### src/inc/ckrt_pkg.sv
// Package with register map, field layouts and enumerations of the clock routing controller
package ckrt_pkg;

  localparam int unsigned NUM_OUT = 12;
  localparam int unsigned NUM_ROUTE = 6;

  // Register byte offsets
  localparam logic [7:0] REG_INSEL = 8'h00;
  localparam logic [7:0] REG_INCFG = 8'h04;
  localparam logic [7:0] REG_XTAL = 8'h08;
  localparam logic [7:0] REG_CTRL = 8'h0C;
  localparam logic [7:0] REG_STATUS = 8'h10;
  localparam logic [7:0] REG_ROUTE = 8'h20;
  localparam logic [7:0] REG_OUTCFG = 8'h40;

  // Input selection encodings
  localparam logic [1:0] SEL_XTAL = 2'h0;
  localparam logic [1:0] SEL_CLK_A = 2'h1;
  localparam logic [1:0] SEL_CLK_B = 2'h2;

  // Crosspoint mux sources
  localparam logic [2:0] SRC_FRAC0 = 3'h0;
  localparam logic [2:0] SRC_FRAC1 = 3'h1;
  localparam logic [2:0] SRC_REF = 3'h2;
  localparam logic [2:0] SRC_INT0 = 3'h3;
  localparam logic [2:0] SRC_INT4 = 3'h7;

  // Input formats
  localparam logic [1:0] FMT_LVPECL = 2'h0;
  localparam logic [1:0] FMT_LVDS = 2'h1;
  localparam logic [1:0] FMT_HCSL = 2'h2;
  localparam logic [1:0] FMT_LVCMOS = 2'h3;

  // Output configuration fields
  localparam int unsigned OC_DIV_LSB = 0;
  localparam int unsigned OC_DIV_W = 6;
  localparam int unsigned OC_SE_BIT = 8;
  localparam int unsigned OC_FMT_LSB = 9;
  localparam int unsigned OC_TERM85_BIT = 11;
  localparam logic [5:0] DIV_MIN = 6'h01;
  localparam logic [5:0] DIV_RESET = 6'h01;

  // Crystal load capacitance range, in pF codes
  localparam logic [4:0] CAP_MIN = 5'h02;
  localparam logic [4:0] CAP_MAX = 5'h1E;

  // Recalibration time
  localparam int unsigned CLK_HZ = 20_000_000;
  localparam int unsigned RECAL_US = 100;
  localparam int unsigned RECAL_CYC = (RECAL_US * (CLK_HZ / 1_000_000));

  localparam logic [1:0] RESP_OKAY = 2'h0;
  localparam logic [1:0] RESP_SLVERR = 2'h2;

  typedef enum logic [1:0] {ST_WAIT_REF, ST_RUN, ST_RECAL} ckrt_state_e;

endpackage
### src/hw/ckrt_top.sv
// Clock input selection, crosspoint routing and output configuration controller
// Overview of operation
// - Reference input chosen by register or pins
// - Config bit picks pin or register selection
// - Outputs start only once selected input has clock
// - Outputs resume once recalibration completes
// - Small-offset switch: no recalibration, PLL follows
// - Switching not hitless, no phase build-out
// - Route sources: two synths, reference, five dividers
// - Eight-output: four single, two shared banks
// - Twelve-output: two single, four shared banks
// - Reference source passes input clock straight through
// - Per-output post-divider 1..63, default 1
// - Each output differential or dual CMOS
// - Output format set over serial interface
// - Input format LVPECL, LVDS, HCSL or LVCMOS
// - Unused inputs disabled by register
// - Crystal load capacitance selectable or disabled
// - HCSL termination 100 or 85 ohm
`timescale 1ns/1ps
module ckrt_top
  import ckrt_pkg::*;
#(
  parameter int unsigned RECAL_CYCLES = RECAL_CYC
) (
  input wire logic core_clk,
  input wire logic rstn,
  input wire logic [7:0] s_axi_awaddr,
  input wire logic s_axi_awvalid,
  output logic s_axi_awready,
  input wire logic [31:0] s_axi_wdata,
  input wire logic [3:0] s_axi_wstrb,
  input wire logic s_axi_wvalid,
  output logic s_axi_wready,
  output logic [1:0] s_axi_bresp,
  output logic s_axi_bvalid,
  input wire logic s_axi_bready,
  input wire logic [7:0] s_axi_araddr,
  input wire logic s_axi_arvalid,
  output logic s_axi_arready,
  output logic [31:0] s_axi_rdata,
  output logic [1:0] s_axi_rresp,
  output logic s_axi_rvalid,
  input wire logic s_axi_rready,
  input wire logic [1:0] input_source_selector_pins,
  input wire logic [2:0] input_clock_present,
  input wire logic recal_done,
  output logic [1:0] active_input,
  output logic [2:0] input_enable,
  output logic [1:0] input_format,
  output logic [4:0] crystal_load_capacitance,
  output logic crystal_load_enable,
  output logic recal_start,
  output logic outputs_enable,
  output logic [3*NUM_ROUTE-1:0] route_source,
  output logic [6*NUM_OUT-1:0] output_divider,
  output logic [NUM_OUT-1:0] output_single_ended,
  output logic [2*NUM_OUT-1:0] output_format,
  output logic [NUM_OUT-1:0] output_term_85
);

  typedef struct packed {
    logic aw_hold;
    logic [7:0] aw_addr;
    logic w_hold;
    logic [31:0] w_data;
    logic [3:0] w_strb;
    logic bvalid;
    logic [1:0] bresp;
    logic rvalid;
    logic [1:0] rresp;
    logic [31:0] rdata;
    logic aw_rdy;
    logic w_rdy;
    logic ar_rdy;
    logic pin_mode;
    logic [1:0] reg_sel;
    logic [2:0] in_en;
    logic [1:0] in_fmt;
    logic [4:0] cap;
    logic cap_en;
    logic variant12;
    logic [3*NUM_ROUTE-1:0] route;
    logic [12*NUM_OUT-1:0] ocfg;
    logic [1:0] act_sel;
    ckrt_state_e state;
    logic [31:0] cnt;
    logic recal_req;
    logic recal_pulse;
    logic outs_on;
  } ckrt_state_s;

  logic rst_meta;
  logic rst_sync;
  ckrt_state_s st;
  ckrt_state_s next_st;
  logic [1:0] sel_now;
  logic sel_present;

  // Release is synchronised so every state flop leaves reset on the same edge
  always_ff @(posedge core_clk or negedge rstn) begin
    if (!rstn) begin
      rst_meta <= 1'b0;
      rst_sync <= 1'b0;
    end else begin
      rst_meta <= 1'b1;
      rst_sync <= rst_meta;
    end
  end

  // Chosen selection source masks the other completely
  assign sel_now = st.pin_mode ? input_source_selector_pins : st.reg_sel;
  assign sel_present = (sel_now <= SEL_CLK_B) && input_clock_present[sel_now] && st.in_en[sel_now];

  function automatic logic [5:0] clamp_div(input logic [5:0] d);
    clamp_div = (d < DIV_MIN) ? DIV_MIN : d;
  endfunction

  // Out-of-range load codes are pinned to the nearest legal one
  function automatic logic [4:0] clamp_cap(input logic [4:0] c);
    clamp_cap = (c < CAP_MIN) ? CAP_MIN : ((c > CAP_MAX) ? CAP_MAX : c);
  endfunction

  // Byte strobes pick which bytes of the old word are replaced
  function automatic logic [31:0] wmerge(input logic [31:0] old, input logic [31:0] nw,
                                          input logic [3:0] be);
    logic [31:0] r;
    r = old;
    for (int b = 0; b < 4; b++) begin
      if (be[b]) begin
        r[8*b +: 8] = nw[8*b +: 8];
      end
    end
    wmerge = r;
  endfunction

  always_comb begin
    logic [31:0] rd;
    logic ok;
    logic [31:0] m;
    logic [7:0] a;
    logic req_set;
    rd = 32'h0000_0000;
    ok = 1'b1;
    m = 32'h0000_0000;
    a = 8'h00;
    req_set = 1'b0;
    next_st = st;
    next_st.recal_pulse = 1'b0;

    if (s_axi_awvalid && !st.aw_hold) begin
      next_st.aw_hold = 1'b1;
      next_st.aw_addr = s_axi_awaddr;
    end
    if (s_axi_wvalid && !st.w_hold) begin
      next_st.w_hold = 1'b1;
      next_st.w_data = s_axi_wdata;
      next_st.w_strb = s_axi_wstrb;
    end
    if (st.bvalid && s_axi_bready) begin
      next_st.bvalid = 1'b0;
    end

    // Write once both halves are held and the previous response is gone
    if (st.aw_hold && st.w_hold && !st.bvalid) begin
      next_st.aw_hold = 1'b0;
      next_st.w_hold = 1'b0;
      next_st.bvalid = 1'b1;
      a = st.aw_addr;
      // Variant bit only tags the part; every route slot is used by both variants
      if (a == REG_INSEL) begin
        m = wmerge({28'h0, st.variant12, st.pin_mode, st.reg_sel}, st.w_data, st.w_strb);
        next_st.reg_sel = m[1:0];
        next_st.pin_mode = m[2];
        next_st.variant12 = m[3];
      end else if (a == REG_INCFG) begin
        m = wmerge({27'h0, st.in_fmt, st.in_en}, st.w_data, st.w_strb);
        next_st.in_en = m[2:0];
        next_st.in_fmt = m[4:3];
      end else if (a == REG_XTAL) begin
        m = wmerge({26'h0, st.cap_en, st.cap}, st.w_data, st.w_strb);
        next_st.cap = clamp_cap(m[4:0]);
        next_st.cap_en = m[5];
      end else if (a == REG_CTRL) begin
        // Manual recalibration is the host's call after a large offset switch
        if (st.w_strb[0] && st.w_data[0]) begin
          req_set = 1'b1;
        end
      end else if (a >= REG_ROUTE && a < REG_ROUTE + 8'(4 * NUM_ROUTE)) begin
        for (int i = 0; i < NUM_ROUTE; i++) begin
          if (a == REG_ROUTE + 8'(4 * i) && st.w_strb[0]) begin
            next_st.route[3*i +: 3] = st.w_data[2:0];
          end
        end
      end else if (a >= REG_OUTCFG && a < REG_OUTCFG + 8'(4 * NUM_OUT)) begin
        for (int i = 0; i < NUM_OUT; i++) begin
          if (a == REG_OUTCFG + 8'(4 * i)) begin
            m = wmerge({20'h0, st.ocfg[12*i +: 12]}, st.w_data, st.w_strb);
            m[OC_DIV_LSB +: OC_DIV_W] = clamp_div(m[OC_DIV_LSB +: OC_DIV_W]);
            next_st.ocfg[12*i +: 12] = m[11:0];
          end
        end
      end else if (a != REG_STATUS) begin
        ok = 1'b0;
      end
      next_st.bresp = ok ? RESP_OKAY : RESP_SLVERR;
    end

    if (st.rvalid && s_axi_rready) begin
      next_st.rvalid = 1'b0;
    end
    // Reads answer on the next edge; a bad write in the same cycle must not taint it
    if (s_axi_arvalid && !st.rvalid) begin
      ok = 1'b1;
      a = s_axi_araddr;
      if (a == REG_INSEL) begin
        rd = {28'h0, st.variant12, st.pin_mode, st.reg_sel};
      end else if (a == REG_INCFG) begin
        rd = {27'h0, st.in_fmt, st.in_en};
      end else if (a == REG_XTAL) begin
        rd = {26'h0, st.cap_en, st.cap};
      end else if (a == REG_CTRL) begin
        rd = {31'h0, st.recal_req};
      end else if (a == REG_STATUS) begin
        rd = {24'h0, input_clock_present, st.state, st.outs_on, st.act_sel};
      end else if (a >= REG_ROUTE && a < REG_ROUTE + 8'(4 * NUM_ROUTE)) begin
        for (int i = 0; i < NUM_ROUTE; i++) begin
          if (a == REG_ROUTE + 8'(4 * i)) begin
            rd = {29'h0, st.route[3*i +: 3]};
          end
        end
      end else if (a >= REG_OUTCFG && a < REG_OUTCFG + 8'(4 * NUM_OUT)) begin
        for (int i = 0; i < NUM_OUT; i++) begin
          if (a == REG_OUTCFG + 8'(4 * i)) begin
            rd = {20'h0, st.ocfg[12*i +: 12]};
          end
        end
      end else begin
        ok = 1'b0;
      end
      next_st.rvalid = 1'b1;
      next_st.rdata = rd;
      next_st.rresp = ok ? RESP_OKAY : RESP_SLVERR;
    end

    // Input switch follows selection directly; no phase build-out, the PLL absorbs it
    next_st.act_sel = sel_now;

    case (st.state)
      ST_WAIT_REF: begin
        next_st.outs_on = 1'b0;
        if (sel_present) begin
          next_st.state = ST_RUN;
          next_st.outs_on = 1'b1;
        end
      end
      ST_RUN: begin
        // No offset detection here: only a host request recalibrates
        if (st.recal_req) begin
          next_st.recal_req = 1'b0;
          next_st.recal_pulse = 1'b1;
          next_st.outs_on = 1'b0;
          next_st.cnt = 32'h0000_0000;
          next_st.state = ST_RECAL;
        end
      end
      ST_RECAL: begin
        next_st.outs_on = 1'b0;
        // Calibrator may never answer; the count bounds the wait
        if (recal_done || st.cnt >= RECAL_CYCLES - 1) begin
          next_st.state = sel_present ? ST_RUN : ST_WAIT_REF;
          next_st.outs_on = sel_present;
        end else begin
          next_st.cnt = st.cnt + 32'h0000_0001;
        end
      end
      default: begin
        next_st.state = ST_WAIT_REF;
      end
    endcase

    // A request written while the previous one is taken still counts: set wins
    if (req_set) begin
      next_st.recal_req = 1'b1;
    end
    // Readies kept as flops so the bus outputs carry no logic
    next_st.aw_rdy = !next_st.aw_hold;
    next_st.w_rdy = !next_st.w_hold;
    next_st.ar_rdy = !next_st.rvalid;
  end

  // Reset loads the power-up defaults; readies come up high
  always_ff @(posedge core_clk or negedge rst_sync) begin
    if (!rst_sync) begin
      st <= '0;
      st.aw_rdy <= 1'b1;
      st.w_rdy <= 1'b1;
      st.ar_rdy <= 1'b1;
      st.in_en <= 3'h7;
      st.in_fmt <= FMT_LVCMOS;
      st.cap <= CAP_MIN;
      st.cap_en <= 1'b1;
      st.state <= ST_WAIT_REF;
      for (int i = 0; i < NUM_ROUTE; i++) begin
        st.route[3*i +: 3] <= SRC_FRAC0;
      end
      for (int i = 0; i < NUM_OUT; i++) begin
        st.ocfg[12*i + OC_DIV_LSB +: OC_DIV_W] <= DIV_RESET;
      end
    end else begin
      st <= next_st;
    end
  end

  assign s_axi_awready = st.aw_rdy;
  assign s_axi_wready = st.w_rdy;
  assign s_axi_bvalid = st.bvalid;
  assign s_axi_bresp = st.bresp;
  assign s_axi_arready = st.ar_rdy;
  assign s_axi_rvalid = st.rvalid;
  assign s_axi_rdata = st.rdata;
  assign s_axi_rresp = st.rresp;
  assign active_input = st.act_sel;
  assign input_enable = st.in_en;
  assign input_format = st.in_fmt;
  assign crystal_load_capacitance = st.cap;
  assign crystal_load_enable = st.cap_en;
  assign recal_start = st.recal_pulse;
  assign outputs_enable = st.outs_on;

  // Route slot i: 0..3 single outputs then two banks (8-out), or 0..1 single then four
  // banks (12-out), so all six slots serve both; SRC_REF fans the input clock out
  assign route_source = st.route;

  always_comb begin
    for (int i = 0; i < NUM_OUT; i++) begin
      output_divider[6*i +: 6] = st.ocfg[12*i + OC_DIV_LSB +: OC_DIV_W];
      output_single_ended[i] = st.ocfg[12*i + OC_SE_BIT];
      output_format[2*i +: 2] = st.ocfg[12*i + OC_FMT_LSB +: 2];
      output_term_85[i] = st.ocfg[12*i + OC_TERM85_BIT];
    end
  end

endmodule

### config.mk
export PLATFORM = sky130hd
export DESIGN_NAME = ckrt_top
export DESIGN_NICKNAME = d
export VERILOG_FILES = /design/src/inc/ckrt_pkg.sv /design/src/hw/ckrt_top.sv
export SDC_FILE = /design/constraint.sdc
export NUM_CORES = 1
export LEC_CHECK = 0
export BUFFER_PORTS_ARGS = -buffer_cell sky130_fd_sc_hd__buf_2
export CORE_UTILIZATION = 49
export DETAILED_ROUTE_END_ITERATION = 10
export GPL_TIMING_DRIVEN = 0
export PLACE_DENSITY = 0.79
export SLEW_MARGIN = 20
export SYNTH_ARGS = -nofsm -noshare
export SYNTH_HDL_FRONTEND = slang
export SYNTH_SLANG_ARGS = --single-unit
export TNS_END_PERCENT = 100
### constraint.sdc
create_clock -name core_clk -period 15.83 [get_ports core_clk]
set_input_delay 0.7915 -clock core_clk [delete_from_list [all_inputs] [get_ports core_clk]]
set_output_delay 0.7915 -clock core_clk [all_outputs]
set_load 0.05 [all_outputs]
==> implementation parameters <==
Parameter                              Value

Route
  Initial drt markers ... between 1000 and 1500
  Routed wire length ... 45.6 mm
  Total via count after detailed routing ... around 12000
  Per-cell routed wire length ... between 20 and 25 um
  DRC violations left ... 0
  Number of vias per cell after detailed routing ... roughly 5.8
  Final ANT Viol Nets ... 0
  DR pass1 iterations ... 5

Timing
  RSZ-0062 raised after global routing ... no
  Fmax ... ~0.33 GHz
  Final worst path period need ... a little over 3000 ps
  Slew Limit Fails ... 0
  Ratio of final minimum period to clock period ... between 10% and 20%
  Fin Hold WS ... roughly 22 ps
  Total of endpoints with negative setup slack in the final report ... 0
  Worst setup slack after layout ... 12810 ps
  Worst relative slew slack ... about 25%
  Final setup skew ... 9.92 ps
  Tightest Pin Transition ... roughly 1100 ps
  Setup Total Neg Slack ... 0 ps
  Hold violation count in the final report ... 0

Critical path
  Critical Path Start Type ... input pin
  Kind of cell adding the most delay to the critical path ... buffers and inverters
  CP arrival ... about 3400 ps
  Category of the critical setup timing path ... input pin to flop
  Required time worst endpoint ... 16240 ps
  Slowest cell on the critical path ... sky130_fd_sc_hd__clkbuf_1
  Critical-path maximum fanout ... 10
  Sum of buffers and inverters on the critical path ... 4
  Delay contributed by the slowest stage of the critical path ... 720 ps
  CP endpoint kind ... flop
  CP cell instances ... buf_2, buf_4, clkbuf_1, buf_1, mux2i_1, nand2_1, a222oi_1, o21ai_0

Power
  Cell-internal power ... about 1.4 mW
  Power per cell area ... 132 nW/um^2
  Sum of internal, switching and leakage power ... roughly 2.2 mW
  Switching fraction of total power ... between 30% and 40%
  Net Sw Power ... ~850 uW
  Fraction of power consumed by combinational cells ... a little under a third
  Clock share of power ... 30.1%
  Peak supply drop ... between 0.0001 and 0.00015 V
  Leakage power ... between 8 and 9 nW
  Share of power burned in registers ... ~39%

Run status
  Status ... complete, no violations

Layout
  Final design instance area without fill ... ~17000 sq um
  Combined area of the multi-input logic cells ... 5910 sq um
  Share of layout cells above drive strength 1 ... between 40 and 50%
  Most common library cell in the layout ignoring fill and taps ... sky130_fd_sc_hd__dfrtp_1
  Final design utilization ... 60.0%
  Most frequent cells in the layout ... sky130_fd_sc_hd__dfrtp_1, sky130_fd_sc_hd__buf_2, sky130_fd_sc_hd__buf_4
  Filler instances ... around 2400
  Area taken by flip-flops and latches ... between 6000 and 7000 sq um
  Final nets ... about 1700
  Count of non-filler cells in the finished layout ... 2014
  P&R area growth vs syn ... 19.1%

Yosys
  Warnings from Yosys ... 0
  Mean instance size in the synthesized netlist ... between 10 and 15 sq um
  Count of flip-flops with a built-in enable after synthesis ... 0
  Primary flip-flop cell chosen by synthesis mapping ... sky130_fd_sc_hd__dfrtp_1
  Async S/R FF share, synth ... 100%
  Sequential area share after synthesis ... between 40% and 50%
  Synthesized flop and latch total ... between 200 and 300
  Synthesized netlist cell count ... approximately 1300
  Netlist area before placement ... around 14000 sq um
  Distinct cell type count of the synthesized netlist ... 77

Global route
  Wire length of the first global-routing pass ... 67.9 mm
  Total grt overflow ... 0
  Tot GR Track Use ... between 30% and 40%
  Number of global-route vias before repair ... approximately 11000
  Number of antenna violations at the first check in global routing ... 1
  Maximum number of pins on one net before global-route repair ... 58

Die
  Die Area ... 29600 sq um
  Effective utilization at floorplan ... 50.4%
  Site Rows ... 61
  Number of top-level pins ... around 260
  Y dimension of the die ... about 170 um
  Placeable core region ... roughly 28000 sq um
  Width of the chip ... 172 um

Placed design
  Post-DP HPWL ... ~34 mm
  PortBufs ... roughly 210
  Placer congestion estimate ... between 0.9 and 1
  Cell area after placement ... around 16000 sq um
  Number of instances in the placed design ... approximately 2000
  Worst setup slack before clock tree synthesis ... around 12000 ps

Clocking
  Post-CTS setup buffer count ... 0
  Count of clock tree sinks ... between 200 and 300
  Num CTS Buffers ... 28
  TritonCTS clock tree ... built
  Clk slew on worst S/H paths ... ~60 ps
  Post-CTS Resized ... 0
  Number of H-tree levels ... 1
  # hold bufs at CTS ... 0
  CTS Root Buffer Type ... sky130_fd_sc_hd__clkbuf_16
  Later-pin clock latency in the skew report ... 550 ps
  Maximum buffer depth of the clock tree ... 3

Run
  Max-Cap Viols ... 0

Min path
  Type of the most critical hold path ... input pin to asynchronous set/reset pin
==> registers in the layout, summed over array words and instances (netlist names), 2 cells and up <==
| register | flops |
|---|---|
| output_format | 24 |
| input_format | 2 |
| st | 87 |
| active_input | 2 |
| output_single_ended | 12 |
| s_axi_rdata | 12 |
| input_enable | 3 |
| output_divider | 72 |
| output_term_85 | 12 |
| route_source | 18 |
| crystal_load_capacitance | 5 |
==> final timing paths <==
| kind | endpoint | cells after the start | start | slack (ps) |
|---|---|---|---|---|
| max | s_axi_rdata[7] | 8 | s_axi_araddr[3] | 12810 |
| min | rst_meta | 1 | rstn | 20 |
| max reg2reg | output_format[11] | 6 | st[295] | 13060 |
| min reg2reg | st[32] | 0 | rst_sync | 280 |
| max in group asynchronous | output_format[1] | 3 | rst_sync | 14420 |
| min in group core_clk | rst_sync | 0 | rst_meta | 350 |
==> cell families (layout without fill, tap and decap cells) <==
group	Yosys count	after routing	share of synthesized area, %
AOI/OAI and AO/OA	230	230	10.2
xor gates and xnor gates	8	8	0.495
adders and majority gates	5	5	0.442
buffers and inverters	276	543	12.6
DFF	261	261	46.3
muxes	208	208	16.9
other	2	24	0.0531
and+or+nand+nor	357	357	13.0
==> worst register-to-register path: cells and delay by family, from the launching register on <==
kind             cells  cell delay, ps
AND/OR/NAND/NOR      5            1790
flip-flops           1             470
multiplexers         1             400
==> cell type report <==
type / instances / share of cell area (%)
sequential: 261 / 38.9
multi-input combinational: 831 / 35.1
buffer: 256 / 10.1
timing repair buffer: 217 / 7.06
clock buffer: 37 / 4.84
tap: 378 / 2.80
clock inverter: 13 / 0.749
inverter: 20 / 0.445
antenna: 1 / 0.0148
==> power by group through the flow <==
stage	clock network, mW	registers, mW	logic, mW
after global routing	0.698	0.872	0.725
after detailed placement	0	0.871	0.674
final	0.669	0.865	0.686
after floorplan	0	0.850	0.480
after CTS	0.672	0.860	0.678
after global placement	0	0.877	0.644
==> per-layer routing <==
metal / up-vias / wire length (um) / part of all wire, % / GRT usage, %
met4: 2 / 1900 / 4.2 / 13.2
met3: 129 / 5100 / 11 / 7.62
li1: 5125 / - / - / -
met2: 781 / 19700 / 43 / 45.6
met5: - / 9 / 0.020 / 0
met1: 5714 / 18900 / 42 / 43.3
==> cell usage after synthesis (all sizes together) (4+ instances only) <==
library cell  count  area share [%]
a32oi             5            0.31
nand4            10            0.44
dfstp            22             4.1
and2              9            0.40
o22ai             9            0.40
mux4              6            0.95
a222oi            4            0.28
nor2b            29             1.3
nand2b           13            0.57
nor2             90             2.4
xor2              8            0.50
clkbuf           40             1.1
a22oi            13            0.69
buf             216              11
inv              20            0.53
nor4             23             1.3
nand2           100             2.7
mux2i            16             1.1
nor3             15            0.57
nand3            34             1.2
o31ai            17            0.94
a31oi             8            0.35
o2111ai           4            0.25
and3              5            0.22
a21oi            64             2.3
or3               6            0.27
o221ai            4            0.25
ha                5            0.44
o211ai            5            0.27
dfrtp           239              42
mux2            186              15
o21ai            66             2.4
Note: power is estimated with default switching activity, not from simulation.
